==> config.mk <==
export PLATFORM = sky130hd
export DESIGN_NAME = timer_b_pwm_control
export DESIGN_NICKNAME = d
export VERILOG_FILES = /design/src/inc/timer_b_pkg.sv /design/src/core/timer_b_pwm_control.sv
export VERILOG_INCLUDE_DIRS = /design/src /design/src/inc
export SDC_FILE = /design/constraint.sdc
export NUM_CORES = 1
export LEC_CHECK = 0
export BUFFER_PORTS_ARGS = -buffer_cell sky130_fd_sc_hd__buf_2
export CAP_MARGIN = 25
export CORE_MARGIN = 5
export CORE_UTILIZATION = 58
export CTS_CLUSTER_DIAMETER = 60
export DETAILED_ROUTE_END_ITERATION = 6
export GPL_ROUTABILITY_DRIVEN = 0
export PLACE_DENSITY = 0.82
export SKIP_LAST_GASP = 1
export SYNTH_ARGS = -nofsm -noshare
export SYNTH_HDL_FRONTEND = slang
export SYNTH_SLANG_ARGS = --single-unit
==> constraint.sdc <==
create_clock -name clk_i -period 3.7 [get_ports clk_i]
set_input_delay 0.925 -clock clk_i [delete_from_list [all_inputs] [get_ports clk_i]]
set_output_delay 0.925 -clock clk_i [all_outputs]
set_load 0.005 [all_outputs]
==> src/inc/timer_b_consts.svh <==
// Register map, field positions, reset values and codes of the PWM timer block
// Function
// [RQ1] Buffered bit links channels, overrides unbuffered bit
// [RQ2] Channel 1 takes over next period
// [RQ3] Last written set rules after each overflow
// [RQ4] Channel 0 control rules; channel 1 freed
// [RQ5] Software writes only the inactive set
// [RQ6] Software: halt, reset, program, then release
// [RQ7] Mode pair 0:1 unbuffered, 1:0 buffered
// [RQ8] Edge pair 1:0 clears, 1:1 sets
// [RQ9] Overflow toggle bit; clear gives 0% duty
// [RQ10] Full duty bit without toggle: 100%
// [RQ11] Overflow flag set on wrap to zero
// [RQ12] Flag clears by read then write 0
// [RQ13] Overflow request needs enable and flag
// [RQ14] Channel flag on capture/compare; enable gates request
// [RQ15] Halt bit freezes counter; set at reset
// [RQ16] Halt bit inhibits input captures
// [RQ17] Counter reset bit zeroes counter, prescaler
// [RQ18] Wait mode: runs, bus blocked, wakes
// [RQ19] Stop mode freezes everything, keeps state; here bus access and flag logic keep running
// [RQ20] Break halts counter, blocks captures
// [RQ21] Break clears only with clear enable
// [RQ22] Prescale code all ones: external clock
// [RQ23] External clock pin forced to input
// [RQ24] Codes 000-110 divide by 1 to 64
// [RQ25] Counter equals modulo: restart at zero
// [RQ26] 16-bit up-counter on selected clock edge
`ifndef TIMER_B_CONSTS_SVH
`define TIMER_B_CONSTS_SVH
`define TMB_CNT_W       16
`define TMB_ADR_W       5
`define TMB_OFS_SC      5'h00
`define TMB_OFS_CNT     5'h04
`define TMB_OFS_MOD     5'h08
`define TMB_OFS_CTL0    5'h0C
`define TMB_OFS_CMP0    5'h10
`define TMB_OFS_CTL1    5'h14
`define TMB_OFS_CMP1    5'h18
`define TMB_FLAG_BIT    7
`define TMB_IE_BIT      6
`define TMB_HALT_BIT    5
`define TMB_BUF_BIT     5
`define TMB_TRST_BIT    4
`define TMB_MSA_BIT     4
`define TMB_ELSB_BIT    3
`define TMB_ELSA_BIT    2
`define TMB_TOV_BIT     1
`define TMB_MAX_BIT     0
`define TMB_PS_EXT      3'h7
`define TMB_MOD_RST     16'hFFFF
`define TMB_ELS_TOGGLE  2'h1
`define TMB_ELS_CLEAR   2'h2
`define TMB_ELS_SET     2'h3
`define TMB_ELS_PORT    2'h0
`endif

==> src/inc/timer_b_pkg.sv <==
// Types shared by the PWM timer block
package timer_b_pkg;
  typedef enum logic [3:0] {
    MODE_PORT     = 4'b0001,
    MODE_CAPTURE  = 4'b0010,
    MODE_COMPARE  = 4'b0100,
    MODE_BUFFERED = 4'b1000
  } chan_mode_e;
endpackage

==> src/core/timer_b_pwm_control.sv <==
// Timer with two capture/compare/PWM channels and a classic Wishbone slave
//
// Local design decisions: register access over Wishbone and the register offsets.
`timescale 1ns/1ps
`default_nettype none
`include "timer_b_consts.svh"
module timer_b_pwm_control
  import timer_b_pkg::*;
#(
  parameter int CNT_W = `TMB_CNT_W
) (
  input  wire logic                  clk_i,        // 10 MHz bus clock
  input  wire logic                  rst_i,        // Synchronous reset, high
  input  wire logic                  cyc_i,        // Wishbone cycle
  input  wire logic                  stb_i,        // Wishbone strobe
  input  wire logic                  we_i,         // Wishbone write
  input  wire logic [`TMB_ADR_W-1:0] adr_i,        // Byte address
  input  wire logic [3:0]            sel_i,        // Byte enables
  input  wire logic [31:0]           dat_i,        // Write data
  output logic      [31:0]           dat_o,        // Read data
  output logic                       ack_o,        // Wishbone acknowledge
  input  wire logic                  wait_mode_i,  // Processor in wait mode
  input  wire logic                  stop_mode_i,  // Processor in stop mode
  input  wire logic                  break_i,      // Debug break active
  input  wire logic                  break_clear_enable_i, // Flags clearable in break
  input  wire logic                  ext_clk_i,    // External count clock pin
  output logic                       ext_clk_force_input_o, // Pin forced to input
  input  wire logic [1:0]            ch_pin_i,     // Channel pin levels
  output logic      [1:0]            ch_pin_o,     // Channel pin drive level
  output logic      [1:0]            ch_pin_oe_o,  // Channel pin drive enable
  output logic                       ovf_irq_o,    // Overflow request
  output logic      [1:0]            ch_irq_o,     // Channel requests
  output logic                       wake_o        // Wait-mode wakeup request
);

  function automatic chan_mode_e chan_mode(input logic [6:0] ctl);
    chan_mode_e m;
    m = MODE_PORT;
    if (ctl[`TMB_BUF_BIT] && ctl[`TMB_ELSB_BIT:`TMB_ELSA_BIT] != `TMB_ELS_PORT) begin
      m = MODE_BUFFERED;
    end else if (ctl[`TMB_ELSB_BIT:`TMB_ELSA_BIT] == `TMB_ELS_PORT) begin
      m = MODE_PORT;
    end else if (ctl[`TMB_MSA_BIT]) begin
      m = MODE_COMPARE;
    end else begin
      m = MODE_CAPTURE;
    end
    return m;
  endfunction

  function automatic logic [5:0] presc_mask(input logic [2:0] ps);
    logic [5:0] m;
    m = 6'h00;
    case (ps)
      3'h1:    m = 6'h01;
      3'h2:    m = 6'h03;
      3'h3:    m = 6'h07;
      3'h4:    m = 6'h0F;
      3'h5:    m = 6'h1F;
      3'h6:    m = 6'h3F;
      default: m = 6'h00;
    endcase
    return m;
  endfunction

  logic             ovf_ie_reg;
  logic             halt_reg;
  logic [2:0]       presc_sel_reg;
  logic [5:0]       presc_cnt_reg;
  logic [CNT_W-1:0] cnt_reg;
  logic [CNT_W-1:0] mod_reg;
  logic [6:0]       ctl_reg   [2];
  logic [CNT_W-1:0] cmp_reg   [2];
  logic [2:0]       flag_reg;
  logic [2:0]       armed_reg;
  logic [1:0]       out_reg;
  logic [1:0]       pin_prev_reg;
  logic             ext_prev_reg;
  logic             last_reg;
  logic             act_reg;

  logic             req;
  logic             wr;
  logic             rd;
  logic             wr_lo;
  logic             wr_hi;
  logic             trst_wr;
  logic             run;
  logic             ext_sel;
  logic             tick;
  logic             ovf_ev;
  logic             buffered;
  logic             clear_ok;
  logic [2:0]       ev;
  logic [2:0]       rd_hit;
  logic [2:0]       wr_zero;
  logic [1:0]       cap_ev;
  logic [1:0]       cmp_ev;
  logic [1:0]       drive;
  logic [31:0]      rd_data;
  logic [CNT_W-1:0] cmp_val   [2];
  chan_mode_e       mode      [2];

  // Bus access; registers stay unreachable in wait mode
  // [RQ18] wait blocks bus
  assign req     = cyc_i & stb_i & ~ack_o;
  assign wr      = req & we_i & ~wait_mode_i;
  assign rd      = req & ~we_i & ~wait_mode_i;
  assign wr_lo   = wr & sel_i[0];
  assign wr_hi   = wr & sel_i[1];
  // [RQ17] counter reset strobe
  assign trst_wr = wr_lo & (adr_i == `TMB_OFS_SC) & dat_i[`TMB_TRST_BIT];

  // [RQ1] buffered link select
  assign buffered = (mode[0] == MODE_BUFFERED);
  // [RQ21] break clear gate
  assign clear_ok = ~break_i | break_clear_enable_i;

  always_ff @(posedge clk_i) begin
    if (rst_i) begin
      ack_o <= 1'b0;
    end else begin
      ack_o <= req;
    end
  end

  always_comb begin
    rd_data = 32'h0000_0000;
    case (adr_i)
      `TMB_OFS_SC:   rd_data[7:0] = {flag_reg[0], ovf_ie_reg, halt_reg, 2'b00, presc_sel_reg};
      `TMB_OFS_CNT:  rd_data[CNT_W-1:0] = cnt_reg;
      `TMB_OFS_MOD:  rd_data[CNT_W-1:0] = mod_reg;
      `TMB_OFS_CTL0: rd_data[7:0] = {flag_reg[1], ctl_reg[0]};
      `TMB_OFS_CMP0: rd_data[CNT_W-1:0] = cmp_reg[0];
      `TMB_OFS_CTL1: rd_data[7:0] = {flag_reg[2], ctl_reg[1]};
      `TMB_OFS_CMP1: rd_data[CNT_W-1:0] = cmp_reg[1];
      default:       rd_data = 32'h0000_0000;
    endcase
  end

  always_ff @(posedge clk_i) begin
    if (rst_i) begin
      dat_o <= 32'h0000_0000;
    end else if (req) begin
      dat_o <= rd ? rd_data : 32'h0000_0000;
    end
  end

  // Status and control fields
  always_ff @(posedge clk_i) begin
    if (rst_i) begin
      ovf_ie_reg    <= 1'b0;
      // [RQ15] halted after reset
      halt_reg      <= 1'b1;
      presc_sel_reg <= 3'h0;
    end else if (wr_lo && adr_i == `TMB_OFS_SC) begin
      ovf_ie_reg    <= dat_i[`TMB_IE_BIT];
      halt_reg      <= dat_i[`TMB_HALT_BIT];
      presc_sel_reg <= dat_i[2:0];
    end
  end

  always_ff @(posedge clk_i) begin
    if (rst_i) begin
      mod_reg <= `TMB_MOD_RST;
    end else if (adr_i == `TMB_OFS_MOD) begin
      if (wr_lo) begin
        mod_reg[7:0] <= dat_i[7:0];
      end
      if (wr_hi) begin
        mod_reg[CNT_W-1:8] <= dat_i[CNT_W-1:8];
      end
    end
  end

  // Counter clock selection
  // [RQ15] [RQ19] [RQ20] halt, stop, break freeze
  assign run     = ~halt_reg & ~stop_mode_i & ~break_i;
  // [RQ22] external clock select
  assign ext_sel = (presc_sel_reg == `TMB_PS_EXT);
  // [RQ24] prescaler division taps
  assign tick    = run & (ext_sel ? (ext_clk_i & ~ext_prev_reg)
                                  : ((presc_cnt_reg & presc_mask(presc_sel_reg))
                                     == presc_mask(presc_sel_reg)));
  // [RQ11] overflow on wrap
  assign ovf_ev  = tick & (cnt_reg == mod_reg) & ~trst_wr;

  always_ff @(posedge clk_i) begin
    if (rst_i) begin
      ext_prev_reg <= 1'b0;
    end else if (!stop_mode_i) begin
      ext_prev_reg <= ext_clk_i;
    end
  end

  always_ff @(posedge clk_i) begin
    if (rst_i || trst_wr) begin
      presc_cnt_reg <= 6'h00;
    end else if (run && !ext_sel) begin
      presc_cnt_reg <= presc_cnt_reg + 6'h01;
    end
  end

  // [RQ26] up-counter with wrap
  always_ff @(posedge clk_i) begin
    if (rst_i || trst_wr) begin
      // [RQ17] counter cleared
      cnt_reg <= '0;
    end else if (tick) begin
      // [RQ25] restart from zero
      cnt_reg <= (cnt_reg == mod_reg) ? '0 : cnt_reg + 1'b1;
    end
  end

  // Buffered pair selection
  always_ff @(posedge clk_i) begin
    if (rst_i || !buffered) begin
      last_reg <= 1'b0;
      act_reg  <= 1'b0;
    end else begin
      // [RQ2] [RQ3] track last written
      if (wr && adr_i == `TMB_OFS_CMP0) begin
        last_reg <= 1'b0;
      end else if (wr && adr_i == `TMB_OFS_CMP1) begin
        last_reg <= 1'b1;
      end
      // [RQ3] swap at overflow
      if (ovf_ev) begin
        act_reg <= (wr && adr_i == `TMB_OFS_CMP1) ? 1'b1
                 : (wr && adr_i == `TMB_OFS_CMP0) ? 1'b0 : last_reg;
      end
    end
  end

  assign ev = {cap_ev[1] | cmp_ev[1], cap_ev[0] | cmp_ev[0], ovf_ev};

  genvar g;
  generate
    for (g = 0; g < 2; g++) begin : gen_chan
      localparam logic [`TMB_ADR_W-1:0] CTL_OFS = (g == 0) ? `TMB_OFS_CTL0 : `TMB_OFS_CTL1;
      localparam logic [`TMB_ADR_W-1:0] CMP_OFS = (g == 0) ? `TMB_OFS_CMP0 : `TMB_OFS_CMP1;
      logic [1:0] els;
      logic       rise;
      logic       fall;

      // [RQ4] channel 1 control ignored when linked
      // [RQ7] mode pair decode
      assign mode[g] = (g == 1 && buffered) ? MODE_PORT : chan_mode(ctl_reg[g]);
      assign els     = ctl_reg[g][`TMB_ELSB_BIT:`TMB_ELSA_BIT];
      assign rise    = ch_pin_i[g] & ~pin_prev_reg[g];
      assign fall    = ~ch_pin_i[g] & pin_prev_reg[g];
      // [RQ2] active set of the pair
      assign cmp_val[g] = (g == 0 && buffered) ? cmp_reg[act_reg] : cmp_reg[g];
      // [RQ16] [RQ20] captures only while running
      assign cap_ev[g]  = run & (mode[g] == MODE_CAPTURE)
                        & ((els[0] & rise) | (els[1] & fall));
      // [RQ14] compare event
      assign cmp_ev[g]  = tick & ~trst_wr & (cnt_reg == cmp_val[g])
                        & (mode[g] == MODE_COMPARE || mode[g] == MODE_BUFFERED);
      assign drive[g]   = (mode[g] == MODE_COMPARE || mode[g] == MODE_BUFFERED);

      always_ff @(posedge clk_i) begin
        if (rst_i) begin
          ctl_reg[g] <= 7'h00;
        end else if (wr_lo && adr_i == CTL_OFS) begin
          ctl_reg[g] <= (g == 0) ? dat_i[6:0]
                                 : (dat_i[6:0] & ~(7'h01 << `TMB_BUF_BIT));
        end
      end

      // Capture wins over a bus write in the same cycle
      always_ff @(posedge clk_i) begin
        if (rst_i) begin
          cmp_reg[g] <= '0;
        end else if (cap_ev[g]) begin
          cmp_reg[g] <= cnt_reg;
        end else if (adr_i == CMP_OFS) begin
          if (wr_lo) begin
            cmp_reg[g][7:0] <= dat_i[7:0];
          end
          if (wr_hi) begin
            cmp_reg[g][CNT_W-1:8] <= dat_i[CNT_W-1:8];
          end
        end
      end

      always_ff @(posedge clk_i) begin
        if (rst_i) begin
          pin_prev_reg[g] <= 1'b0;
        end else begin
          pin_prev_reg[g] <= ch_pin_i[g];
        end
      end

      // Channel output level
      always_ff @(posedge clk_i) begin
        if (rst_i) begin
          out_reg[g] <= 1'b1;
        end else if (!drive[g]) begin
          out_reg[g] <= ~ctl_reg[g][`TMB_MSA_BIT];
        end else if (ctl_reg[g][`TMB_MAX_BIT] && !ctl_reg[g][`TMB_TOV_BIT]) begin
          // [RQ10] full duty
          out_reg[g] <= 1'b1;
        end else if (cmp_ev[g]) begin
          // [RQ8] compare action
          case (els)
            `TMB_ELS_CLEAR:  out_reg[g] <= 1'b0;
            `TMB_ELS_SET:    out_reg[g] <= 1'b1;
            `TMB_ELS_TOGGLE: out_reg[g] <= ~out_reg[g];
            default:         out_reg[g] <= out_reg[g];
          endcase
        end else if (ovf_ev && ctl_reg[g][`TMB_TOV_BIT]) begin
          // [RQ9] toggle on overflow
          out_reg[g] <= ~out_reg[g];
        end
      end

      always_ff @(posedge clk_i) begin
        if (rst_i) begin
          ch_pin_o[g]    <= 1'b0;
          ch_pin_oe_o[g] <= 1'b0;
          ch_irq_o[g]    <= 1'b0;
        end else begin
          ch_pin_o[g]    <= out_reg[g];
          // [RQ4] channel 1 pin freed
          ch_pin_oe_o[g] <= drive[g];
          // [RQ14] channel request gate
          ch_irq_o[g]    <= flag_reg[g+1] & ctl_reg[g][`TMB_IE_BIT];
        end
      end
    end

    // Sticky flags with read-then-write-zero clearing
    for (g = 0; g < 3; g++) begin : gen_flag
      localparam logic [`TMB_ADR_W-1:0] OWN_OFS = (g == 0) ? `TMB_OFS_SC
                                                 : (g == 1) ? `TMB_OFS_CTL0 : `TMB_OFS_CTL1;
      assign rd_hit[g]  = rd & (adr_i == OWN_OFS);
      assign wr_zero[g] = wr_lo & (adr_i == OWN_OFS) & ~dat_i[`TMB_FLAG_BIT];

      // [RQ12] two-step clear, event wins
      always_ff @(posedge clk_i) begin
        if (rst_i) begin
          flag_reg[g]  <= 1'b0;
          armed_reg[g] <= 1'b0;
        end else if (ev[g]) begin
          flag_reg[g]  <= 1'b1;
          armed_reg[g] <= 1'b0;
        end else if (wr_zero[g] && armed_reg[g] && clear_ok) begin
          // [RQ21] clear held during break
          flag_reg[g]  <= 1'b0;
          armed_reg[g] <= 1'b0;
        end else if (rd_hit[g] && flag_reg[g] && clear_ok) begin
          armed_reg[g] <= 1'b1;
        end
      end
    end
  endgenerate

  always_ff @(posedge clk_i) begin
    if (rst_i) begin
      ovf_irq_o             <= 1'b0;
      wake_o                <= 1'b0;
      ext_clk_force_input_o <= 1'b0;
    end else begin
      // [RQ13] overflow request gate
      ovf_irq_o             <= ovf_ie_reg & flag_reg[0];
      // [RQ18] enabled request wakes
      wake_o                <= (ovf_ie_reg & flag_reg[0])
                             | (ctl_reg[0][`TMB_IE_BIT] & flag_reg[1])
                             | (ctl_reg[1][`TMB_IE_BIT] & flag_reg[2]);
      // [RQ23] pin forced to input
      ext_clk_force_input_o <= ext_sel;
    end
  end

endmodule
`default_nettype wire

After elaboration in Yosys (flattened, before gate mapping)
Memories as Yosys holds them, arrays and structs flattened. A register that Yosys moved wholly into a read port is not among the register bits.
Cells that the tools add are included.

operators by class
  add/sub/neg operators = 2
  multipliers = 0
  div/mod/pow operators = 0
  order comparisons = 0
  equal/unequal tests = 33
  shift operators = 0
  mux-type cells = 74
  bitwise logic cells = 77
  reduce and logical (&&, ||, !) cells = 48

operators with widths
  operator               number
  $mux 16                5
  $pmux 8 s7             1
  $mux 1                 51
  $eq 16x16->1           3
  $and 1x1->1            44
  $pmux 6 s6             1
  $mux 8                 4
  $pmux 8 s4             1
  $logic_and 1x1->1      24
  $not 1->1              17
  $add 16x1->16 const B  1
  $eq 5x5->1 const B     3
  $or 1x1->1             15
  $mux 7                 2
  $eq 3x3->1 const B     4
  $mux 3                 4
  $mux 4                 3
  $ne 6x2->1 const B     2
  $eq 5x4->1 const B     2
  $reduce_bool 2->1      5
  $reduce_or 3->1        3
  $eq 2x2->1 const B     4
  $eq 4x2->1 const B     2
  $eq 4x3->1 const B     2
  16 further kinds       31

word-level totals
  flip-flop bits (word level) = 98
  bits in latches = 0
  RAM bits = 46
  bits in read-only memories = 0
  input port bits = 53
  logic and storage cells = 267
  memories = 2

memory list
  memory   depth  width  read ports  clocked after memory_dff  wr ports  RTL line                   source
  cmp_reg  2      16     3           1                         2         timer_b_pwm_control.sv:73  logic [CNT_W-1:0] cmp_reg [2];
  ctl_reg  2      7      2           0                         2         timer_b_pwm_control.sv:72  logic [6:0] ctl_reg [2];

Logic depth before layout (Yosys ltp)
Gate-level depths: netlist (run 1).

  word-level depth = 14
  depth in mapped cells = 9
  depth with buffers taken out = 7

Worst setup path after synthesis (run 1)
OpenSTA, ideal clock, no wires.

  path kind = input -> register
  from = input adr_i[0]
  to = memory cmp_reg[0][10] (netlist name), enable pin
  data arrival time = 2.462 ns
  setup slack = 0.854 ns
  stages = 5
  path buffers = 1
  path through = or2_1 > buf_6 > nor3_2 > nand2_1 > o21ai_0

RTL lines
  what             RTL line                   source
  start, declared  timer_b_pwm_control.sv:17  input wire logic [`TMB_ADR_W-1:0] adr_i,
  end, declared    timer_b_pwm_control.sv:73

==> metrics.csv, run 1 <==
metric;value;unit
gr-usage-met1;0.372;
final_cell_mix;dfxtp_1 (83), nor2_1 (68), buf_2 (61), edfxtp_1 (45);
clock_sinks;128;
ys_warn_count;0;
fin_nets;796;
synth_area_per_cell;9.71;um^2
grt_use_met3;0.0864;
drtPass1Iterations;6;
finalClockSkew;0.00921;ns
start_util;0.588;
synthCells;686;
final_common_cell;dfxtp_1;
dp_hpwl;13.4;mm
drcViolationCount;0;
holdCritPathClass;reg -> reg;
clock-root-buffer;clkbuf_16;
grt_max_degree;62;
die_h;117;um
io_pins;95;
htreeDepth;4;
pwr-share-comb;0.048;
async_flop_share;0;
die_w;117;um
grt_pass1_vias;5590;
clk_latency;0.42;ns
fp.coreArea;11300;um^2
ys_top_cells_by_area;dfxtp_1 (25%), edfxtp_1 (20%), xor2_1 (5.8%), a22oi_1 (5.0%), a22o_1 (4.3%);
period_needed;2.91;ns
cts_buffers;17;
cp.required;3.78;ns
viasPerCell;6.45;
ys_ff_latch;128;
swShare;0.244;
worst-setup-path-type;in -> reg;
largest_reg_flops;32;
antenna_found_initial;0;
ir_worst_vdd;278;uV
finalPower;3.27;mW
worstSetupStartpoint;stop_mode_i;
synthFlopType;dfxtp_1;
synth_top_area_share;0.249;
cp-start-kind;primary input;
setup_viol;0;
wl_per_cell;21.2;um
fillCellCount;855;
postCtsHoldBufs;0;
min_period_over_period;0.787;
row_count;39;
grt_util_met2;0.434;
ant_nets;0;
grt_overflow;0;
cp-end-kind;register;
die-area;13700;um^2
antenna_cells;0;
track_usage;0.286;
yosysTopAreaCell;dfxtp_1;
vias;5782;
drt_iter0_drc;734;
p_int;2.47;mW
power_frac_seq;0.459;
io_buffers;60;
cts_resized;0;
path_clk_slew;0.06;ns
cap_violations;0;
maxSlewHeadroom;0.415;
hold_start;out_reg[1]$_SDFFE_PP1P_;
clock_power_share;0.493;
syn-cell-area;6660;um^2
post_cts_buffers;0;
synth-edff-count;45;
rsz0062_at_grt;false;
wl;19.0;mm
tightest_slew;0.875;ns
busiest_layer;met2;
yosysSeqAreaShare;0.452;
ys_types;62;
finalSetupTns;0;ns
slew_violations;0;
r2r-start;ctl_reg[0][3]$_SDFFCE_PN0P_;
p_per_area;431;nW/um^2
area_growth;14.0;%
cts.path.max_buffers;2;
cts_tree;done;
hold_viol;0;
worstPathArrival;2.99;ns
power_switching;0.797;mW
worstPathMaxFanout;9;
fmax;343;MHz
outcome;complete, no violations;
grt_first_pass_wirelength;29.6;mm
leakage;2.94;nW
drive_gt1_frac;0.180;
-- routing by layer --
| layer | share of wire | up-vias |
|---|---|---|
| met4 | 0.048 | 0 |
| met2 | 0.45 | 420 |
| met1 | 0.38 | 2681 |
| met3 | 0.12 | 94 |
| li1 | - | 2587 |
| met5 | 0 | - |
-- cell type report --
cell class	count	area (um^2)	share of cell area
clock buffer	17	425	0.0560
clock inverter	15	149	0.0196
timing repair buffer	79	440	0.0580
multi-input combinational	503	3340	0.440
sequential	128	3010	0.397
tap	143	179	0.0236
inverter	12	45.0	0.00593
-- critical path: stages --
cell and delay [ns]:
buf_2 0.12, or3_1 0.53, a2111oi_2 0.53, nor2_1 0.22
nand2_1 0.16, nor3_2 0.11, nand2b_1 0.38
-- through the flow --
| stage | hold WS [ns] | cells | cell area [um^2] | setup WS [ns] | util |
|---|---|---|---|---|---|
| 2_1_floorplan | 0.436 | 701 | 6720 | 0.854 | - |
| 3_3_place_gp | 0.464 | 864 | 7020 | 0.351 | 0.620 |
| 3_5_place_dp | 0.466 | 865 | 7020 | 0.454 | 0.620 |
| 4_1_cts | 0.475 | 897 | 7600 | 0.873 | 0.671 |
| 5_1_grt | 0.505 | 897 | 7600 | 0.710 | 0.671 |
| 6_report | 0.470 | 897 | 7600 | 0.788 | 0.671 |
-- power by group through the flow --
stage               clock (mW)  combinational (mW)  sequential [mW]
floorplan                    0               0.102             1.52
global placement             0               0.146             1.53
detailed placement           0               0.151             1.53
CTS                       1.62               0.153             1.50
global route              1.71               0.168             1.50
finish                    1.61               0.158             1.50
-- worst paths after layout --
| path | endpoint | slack (ns) | cells past startpoint |
|---|---|---|---|
| worst min-delay path | ch_pin_o[1]$_SDFF_PP0_ | 0.47 | 1 |
| worst max-delay path | cmp_reg[1][3]$_SDFFCE_PN0P_ | 0.79 | 7 |
| worst max register to register | cmp_reg[1][3]$_SDFFCE_PN0P_ | 0.90 | 7 |
| worst min register to register | ch_pin_o[1]$_SDFF_PP0_ | 0.47 | 1 |
-- synth_stat cells, types with 7 or more instances --
cell,instances
o21ai_0,7
dfxtp_1,83
xor2_1,44
nand4_1,9
nor2b_1,11
nand3b_1,15
nand3_1,22
nor3_1,15
a31oi_1,7
buf_4,18
edfxtp_1,45
mux2i_1,10
a22oi_1,44
clkbuf_1,26
buf_2,12
xnor2_1,19
nor3b_1,7
nand2_1,42
a22o_1,33
nor4_1,7
a211o_1,10
and2_1,15
and3_1,14
nand2b_1,8
a21oi_1,26
inv_1,12
nor2_1,68
-- logic make-up (layout without fill, tap and decap cells) --
family | after synthesis | after routing | share of synthesized area
xor+xnor | 63 | 63 | 0.0828
buf+inv | 70 | 123 | 0.0541
mux | 11 | 11 | 0.0167
simple gates | 261 | 261 | 0.214
other cells | 1 | 16 | 0.000563
flops | 128 | 128 | 0.452
fa+ha+maj | 2 | 2 | 0.00376
compound gates | 150 | 150 | 0.176
(Power assumes the default switching activity.)
==> run 2: changes to the inputs <==
--- a/config.mk
+++ b/config.mk
@@ -9,11 +9,11 @@
 export BUFFER_PORTS_ARGS = -buffer_cell sky130_fd_sc_hd__buf_2
 export CAP_MARGIN = 25
 export CORE_MARGIN = 5
-export CORE_UTILIZATION = 58
+export CORE_UTILIZATION = 52
 export CTS_CLUSTER_DIAMETER = 60
 export DETAILED_ROUTE_END_ITERATION = 6
 export GPL_ROUTABILITY_DRIVEN = 0
-export PLACE_DENSITY = 0.82
+export PLACE_DENSITY = 0.77
 export SKIP_LAST_GASP = 1
 export SYNTH_ARGS = -nofsm -noshare
 export SYNTH_HDL_FRONTEND = slang
==> constraint.sdc (replaced) <==
create_clock -name clk_i -period 2.58 [get_ports clk_i]
set_input_delay 0.645 -clock clk_i [delete_from_list [all_inputs] [get_ports clk_i]]
set_output_delay 0.645 -clock clk_i [all_outputs]
set_load 0.005 [all_outputs]
==> metrics.csv, run 2 (same netlist as run 1, synthesis figures left out) <==
metric;value;unit;change
final_cell_mix;dfxtp_1 (80), nor2_1 (68), buf_4 (62), buf_2 (60), edfxtp_1 (45);;
grt_max_degree;37;;-40%
worstPathArrival;2.84;ns;-0.15 ns
ant_nets;0;;unchanged
place_ws;-0.0952;ns;-0.549 ns
area_growth;20.4;%;
antenna_found_initial;0;;unchanged
drcViolationCount;10;;+10
track_usage;0.266;;-0.0193
cp-start-kind;register;;
tightest_slew;0.758;ns;-0.116 ns
worstPathMaxFanout;7;;-2
antenna_cells;0;;unchanged
drt_iter0_drc;961;;+31%
final_common_cell;dfxtp_1;;
cap_violations;0;;unchanged
period_needed;2.51;ns;
cp-end-kind;register;;
cp.required;2.91;ns;-0.87 ns
maxSlewHeadroom;0.492;;+0.0778
drive_gt1_frac;0.227;;+0.0464
clock-root-buffer;clkbuf_16;;
dpl.cell_count;934;;+8.0%
wl;19.8;mm;+4.3%
finalClockSkew;0.00996;ns;+0.000744 ns
clock_sinks;128;;unchanged
grt_overflow;0;;unchanged
fmax;398;MHz;
min_period_over_period;0.973;;
drtPass1Iterations;7;;+1
clk_latency;0.43;ns;about the same
holdCritPathClass;in -> reg;;
ir_worst_vdd;434;uV;+56%
instances_no_fill;970;;+8.1%
io_buffers;60;;unchanged
leakage;3.19;nW;+8.3%
grt_use_met3;0.0627;;-0.0237
cts_tree;done;;
setup_viol;0;;unchanged
htreeDepth;4;;unchanged
hold_viol;0;;unchanged
grt_util_met2;0.413;;-0.0208
rsz0062_at_grt;true;;
cts_buffers;17;;unchanged
final.setup.worst_slack;0.0702;ns;-0.718 ns
worst-setup-path-type;reg -> reg;;
r2r_cells;8;;+1
min_path_cells;2;;+1
gr-usage-met1;0.358;;-0.0144
viasPerCell;6.23;;-3.4%
path_clk_slew;0.06;ns;about the same
busiest_layer;met2;;
cts.path.max_buffers;2;;unchanged
p_per_area;605;nW/um^2;+40%
fin_nets;840;;+5.5%
start_util;0.530;;-0.0584
largest_reg_flops;32;;unchanged
finalSetupTns;0;ns;unchanged
die_w;123;um;+5.1%
outcome;finished, violations left;;
postCtsHoldBufs;0;;unchanged
vias;6043;;+4.5%
die_h;123;um;+5.1%
slew_violations;0;;unchanged
dp_hpwl;14.3;mm;+6.5%
io_pins;95;;unchanged
grt_first_pass_wirelength;30.8;mm;+4.1%
fp.coreArea;12600;um^2;+11%
wl_per_cell;20.5;um;-3.5%
die-area;15200;um^2;+11%
row_count;41;;+5.1%
violations;design-rule violations;;
grt_pass1_vias;5768;;+3.2%
[run 2: cell count changes in the layout (fill, tap and decap cells not counted), sizes merged]
| cell | previous run | this run |
|---|---|---|
| buf | 79 | 123 |
| clkbuf | 17 | 22 |
| clkinv | 5 | 4 |
| clkinvlp | 1 | 2 |
| inv | 20 | 15 |
[run 2: worst max-delay path: stages (launching register included)]
cell and delay [ns]:
edfxtp_1 0.50, buf_4 0.20, o211ai_2 0.20, mux2i_1 0.24
xnor2_1 0.08, a2111oi_0 0.37, nand4_1 0.25, or2_1 0.34
a31oi_1 0.23
[run 2: repair_timing]
| item | in CTS | in global routing |
|---|---|---|
| buffers inserted | 0 | 4 |
| resized for setup | 0 | 3 |
| endpoints found under the setup margin | 0 | 5 |
[run 2: metrics by stage]
stage	utilization	cell area (um^2)	hold WS (ns)	power (mW)
after CTS	0.635	7980	0.459	4.84
final	0.638	8020	0.458	4.85
after global placement	0.587	7370	0.468	2.42
after detailed placement	0.587	7370	0.478	2.43
after floorplan	-	6720	0.436	2.33
after global routing	0.638	8020	0.468	4.97
[run 2: where the power goes]
part / total [mW] / switching (mW) / internal [mW]
Sequential: 2.15 / 0.0325 / 2.12
Clock: 2.45 / 0.923 / 1.52
Combinational: 0.248 / 0.153 / 0.0950
Total: 4.85 / 1.11 / 3.74
[run 2: metal layers]
metal,share of wire,up-vias
li1,-,2674
met1,0.39,2815
met2,0.45,481
met3,0.12,73
met4,0.044,0
met5,0,-
[run 2: final cells by class]
class                           instances  area [um^2]
Clock inverter                         10         92.6
Clock buffer                           22          518
Sequential cell                       128         3020
Inverter                               12         45.0
Tap cell                              172          215
Timing Repair Buffer                  123          786
Multi-Input combinational cell        503         3340
Fill cell                             987         4550
[run 2: worst paths after layout]
path | from | to | slack (ns)
worst max-delay path | ctl_reg[0][3]$_SDFFCE_PN0P_ | flag_reg[1]$_SDFFE_PP0P_ | 0.07
worst min-delay path | ch_pin_i[0] | pin_prev_reg[0]$_SDFF_PP0_ | 0.46
worst max register to register | ctl_reg[0][3]$_SDFFCE_PN0P_ | flag_reg[1]$_SDFFE_PP0P_ | 0.07
worst min register to register | out_reg[1]$_SDFFE_PP1P_ | ch_pin_o[1]$_SDFF_PP0_ | 0.49
==> run 3: changes to the inputs <==
--- a/config.mk
+++ b/config.mk
@@ -8,13 +8,14 @@
 export LEC_CHECK = 0
 export BUFFER_PORTS_ARGS = -buffer_cell sky130_fd_sc_hd__buf_2
 export CAP_MARGIN = 25
-export CORE_MARGIN = 5
+export CORE_MARGIN = 2
 export CORE_UTILIZATION = 52
 export CTS_CLUSTER_DIAMETER = 60
 export DETAILED_ROUTE_END_ITERATION = 6
 export GPL_ROUTABILITY_DRIVEN = 0
 export PLACE_DENSITY = 0.77
 export SKIP_LAST_GASP = 1
+export SLEW_MARGIN = 30
 export SYNTH_ARGS = -nofsm -noshare
 export SYNTH_HDL_FRONTEND = slang
 export SYNTH_SLANG_ARGS = --single-unit
==> metrics.csv, run 3 (same netlist as run 1, synthesis figures left out) <==
metric;value;unit;change
dp_hpwl;14.4;mm;+0.82%
grt_overflow;0;;unchanged
cap_violations;0;;unchanged
die-area;13700;um^2;-9.5%
antenna_found_initial;0;;unchanged
holdCritPathClass;in -> reg;;
wl_per_cell;20.9;um;+2.2%
path_clk_slew;0.06;ns;about the same
antenna_cells;0;;unchanged
final_cell_mix;dfxtp_1 (81), nor2_1 (67), buf_4 (63), buf_2 (60), edfxtp_1 (45);;
slowest_stage;dfxtp_1;;
track_usage;0.307;;+0.0403
vias;6129;;+1.4%
drive_gt1_frac;0.228;;+0.000968
p_per_area;587;nW/um^2;-2.9%
worstPathMaxFanout;7;;unchanged
cp_slowest_stage_delay;0.58;ns;+0.08 ns
clk_latency;0.42;ns;about the same
cts.path.max_buffers;2;;unchanged
crit_path_cell_trace;xor2_1, nor4_1, nand4_1, nor3_2, a31oi_1, mux2_1, a211o_1;;
io_buffers;60;;unchanged
place_ws;-0.106;ns;-0.0105 ns
cts_buffers;17;;unchanged
drtPass1Iterations;7;;unchanged
slew_violations;0;;unchanged
ant_nets;0;;unchanged
cp-end-kind;register;;
finalPower;4.70;mW;-3.0%
worstPathArrival;2.89;ns;+0.05 ns
die_h;117;um;-4.9%
min_period_over_period;0.999;;+0.0265
drcViolationCount;3;;-7
cp.required;2.89;ns;-0.02 ns
tightest_slew;0.597;ns;-0.161 ns
post-route-cell-area;8010;um^2;about the same
hold_viol;0;;unchanged
period_needed;2.58;ns;+0.0685 ns
die_w;117;um;-4.9%
largest_reg_flops;32;;unchanged
violations;design-rule violations;;
row_count;41;;unchanged
final_common_cell;dfxtp_1;;
cp-start-kind;register;;
fin_nets;842;;+0.24%
grt_max_degree;59;;+59%
place_area;7410;um^2;+0.48%
drt_iter0_drc;1109;;+15%
whs;0.466;ns;+0.00865 ns
fp.coreArea;12600;um^2;unchanged
viasPerCell;6.31;;+1.3%
clock_sinks;128;;unchanged
maxSlewHeadroom;0.602;;+0.109
grt_pass1_vias;5695;;-1.3%
htreeDepth;4;;unchanged
finalClockSkew;0.00868;ns;-0.00128 ns
postCtsHoldBufs;0;;unchanged
leakage;3.19;nW;about the same
final.setup.worst_slack;0.00171;ns;-0.0685 ns
start_util;0.530;;unchanged
setup_viol;0;;unchanged
worst-setup-path-type;reg -> reg;;
clock-root-buffer;clkbuf_16;;
wl;20.3;mm;+2.3%
grt_first_pass_wirelength;31.0;mm;+0.61%
io_pins;95;;unchanged
ir_worst_vdd;497;uV;+14%
outcome;finished, violations left;;
fmax;388;MHz;-2.7%
cts_tree;done;;
area_growth;20.3;%;about the same
-- run 3: changes by cell type in the layout (fill, tap and decap cells not counted), moves of 2 or more --
cell | previous run | this run
clkinv_4 | 2 | 0
clkbuf_8 | 1 | 4
clkbuf_1 | 1 | 4
clkinvlp_4 | 2 | 0
clkinv_2 | 1 | 3
-- run 3: area by class of cell --
type	count	area (um^2)
Inverter	12	45.0
Clock inverter	4	21.3
Timing Repair Buffer	125	813
Sequential cell	128	3020
Tap cell	172	215
Multi-Input combinational cell	503	3360
Clock buffer	27	546
Fill cell	997	4560
-- run 3: where the power goes --
group | internal, mW | switching [mW]
Clock | 1.44 | 0.858
Combinational | 0.0968 | 0.159
Sequential | 2.12 | 0.0321
-- run 3: final timing paths --
check | slack (ns) | endpoint | from | depth (start not counted)
max reg2reg | 0.002 | out_reg[0]$_SDFFE_PP1P_ | cnt_reg[15]$_SDFFE_PP0N_ | 7
min | 0.47 | pin_prev_reg[0]$_SDFF_PP0_ | ch_pin_i[0] | 2
max | 0.002 | out_reg[0]$_SDFFE_PP1P_ | cnt_reg[15]$_SDFFE_PP0N_ | 7
min reg2reg | 0.48 | ch_pin_o[1]$_SDFF_PP0_ | out_reg[1]$_SDFFE_PP1P_ | 1
-- run 3: metal layers --
metal,share of wire,vias up,global-route usage
met5,0,-,0
met3,0.12,104,0.0628
met4,0.049,0,0.155
li1,-,2680,-
met2,0.46,507,0.469
met1,0.38,2838,0.413
-- run 3: per-stage QoR --
step	setup TNS, ns	std cells	util
floorplan	0	701	-
global placement	-0.457	937	0.589
detailed placement	-0.810	937	0.589
CTS	0	968	0.635
global route	-0.00566	971	0.638
finish	0	971	0.638
-- run 3: what timing repair did --
action / 4_1_cts / 5_1_grt
buffers inserted: 0 / 3
setup endpoints to repair: 8 / 16
gates resized for setup: 1 / 5
-- run 3: worst max-delay path: cells and delay by family (launching register included) --
kind,cells,cell delay [ns]
multiplexers,1,0.34
AND/OR/NAND/NOR,3,0.97
AO/OA/AOI/OAI,2,0.44
XOR/XNOR,1,0.13
flip-flops,1,0.58
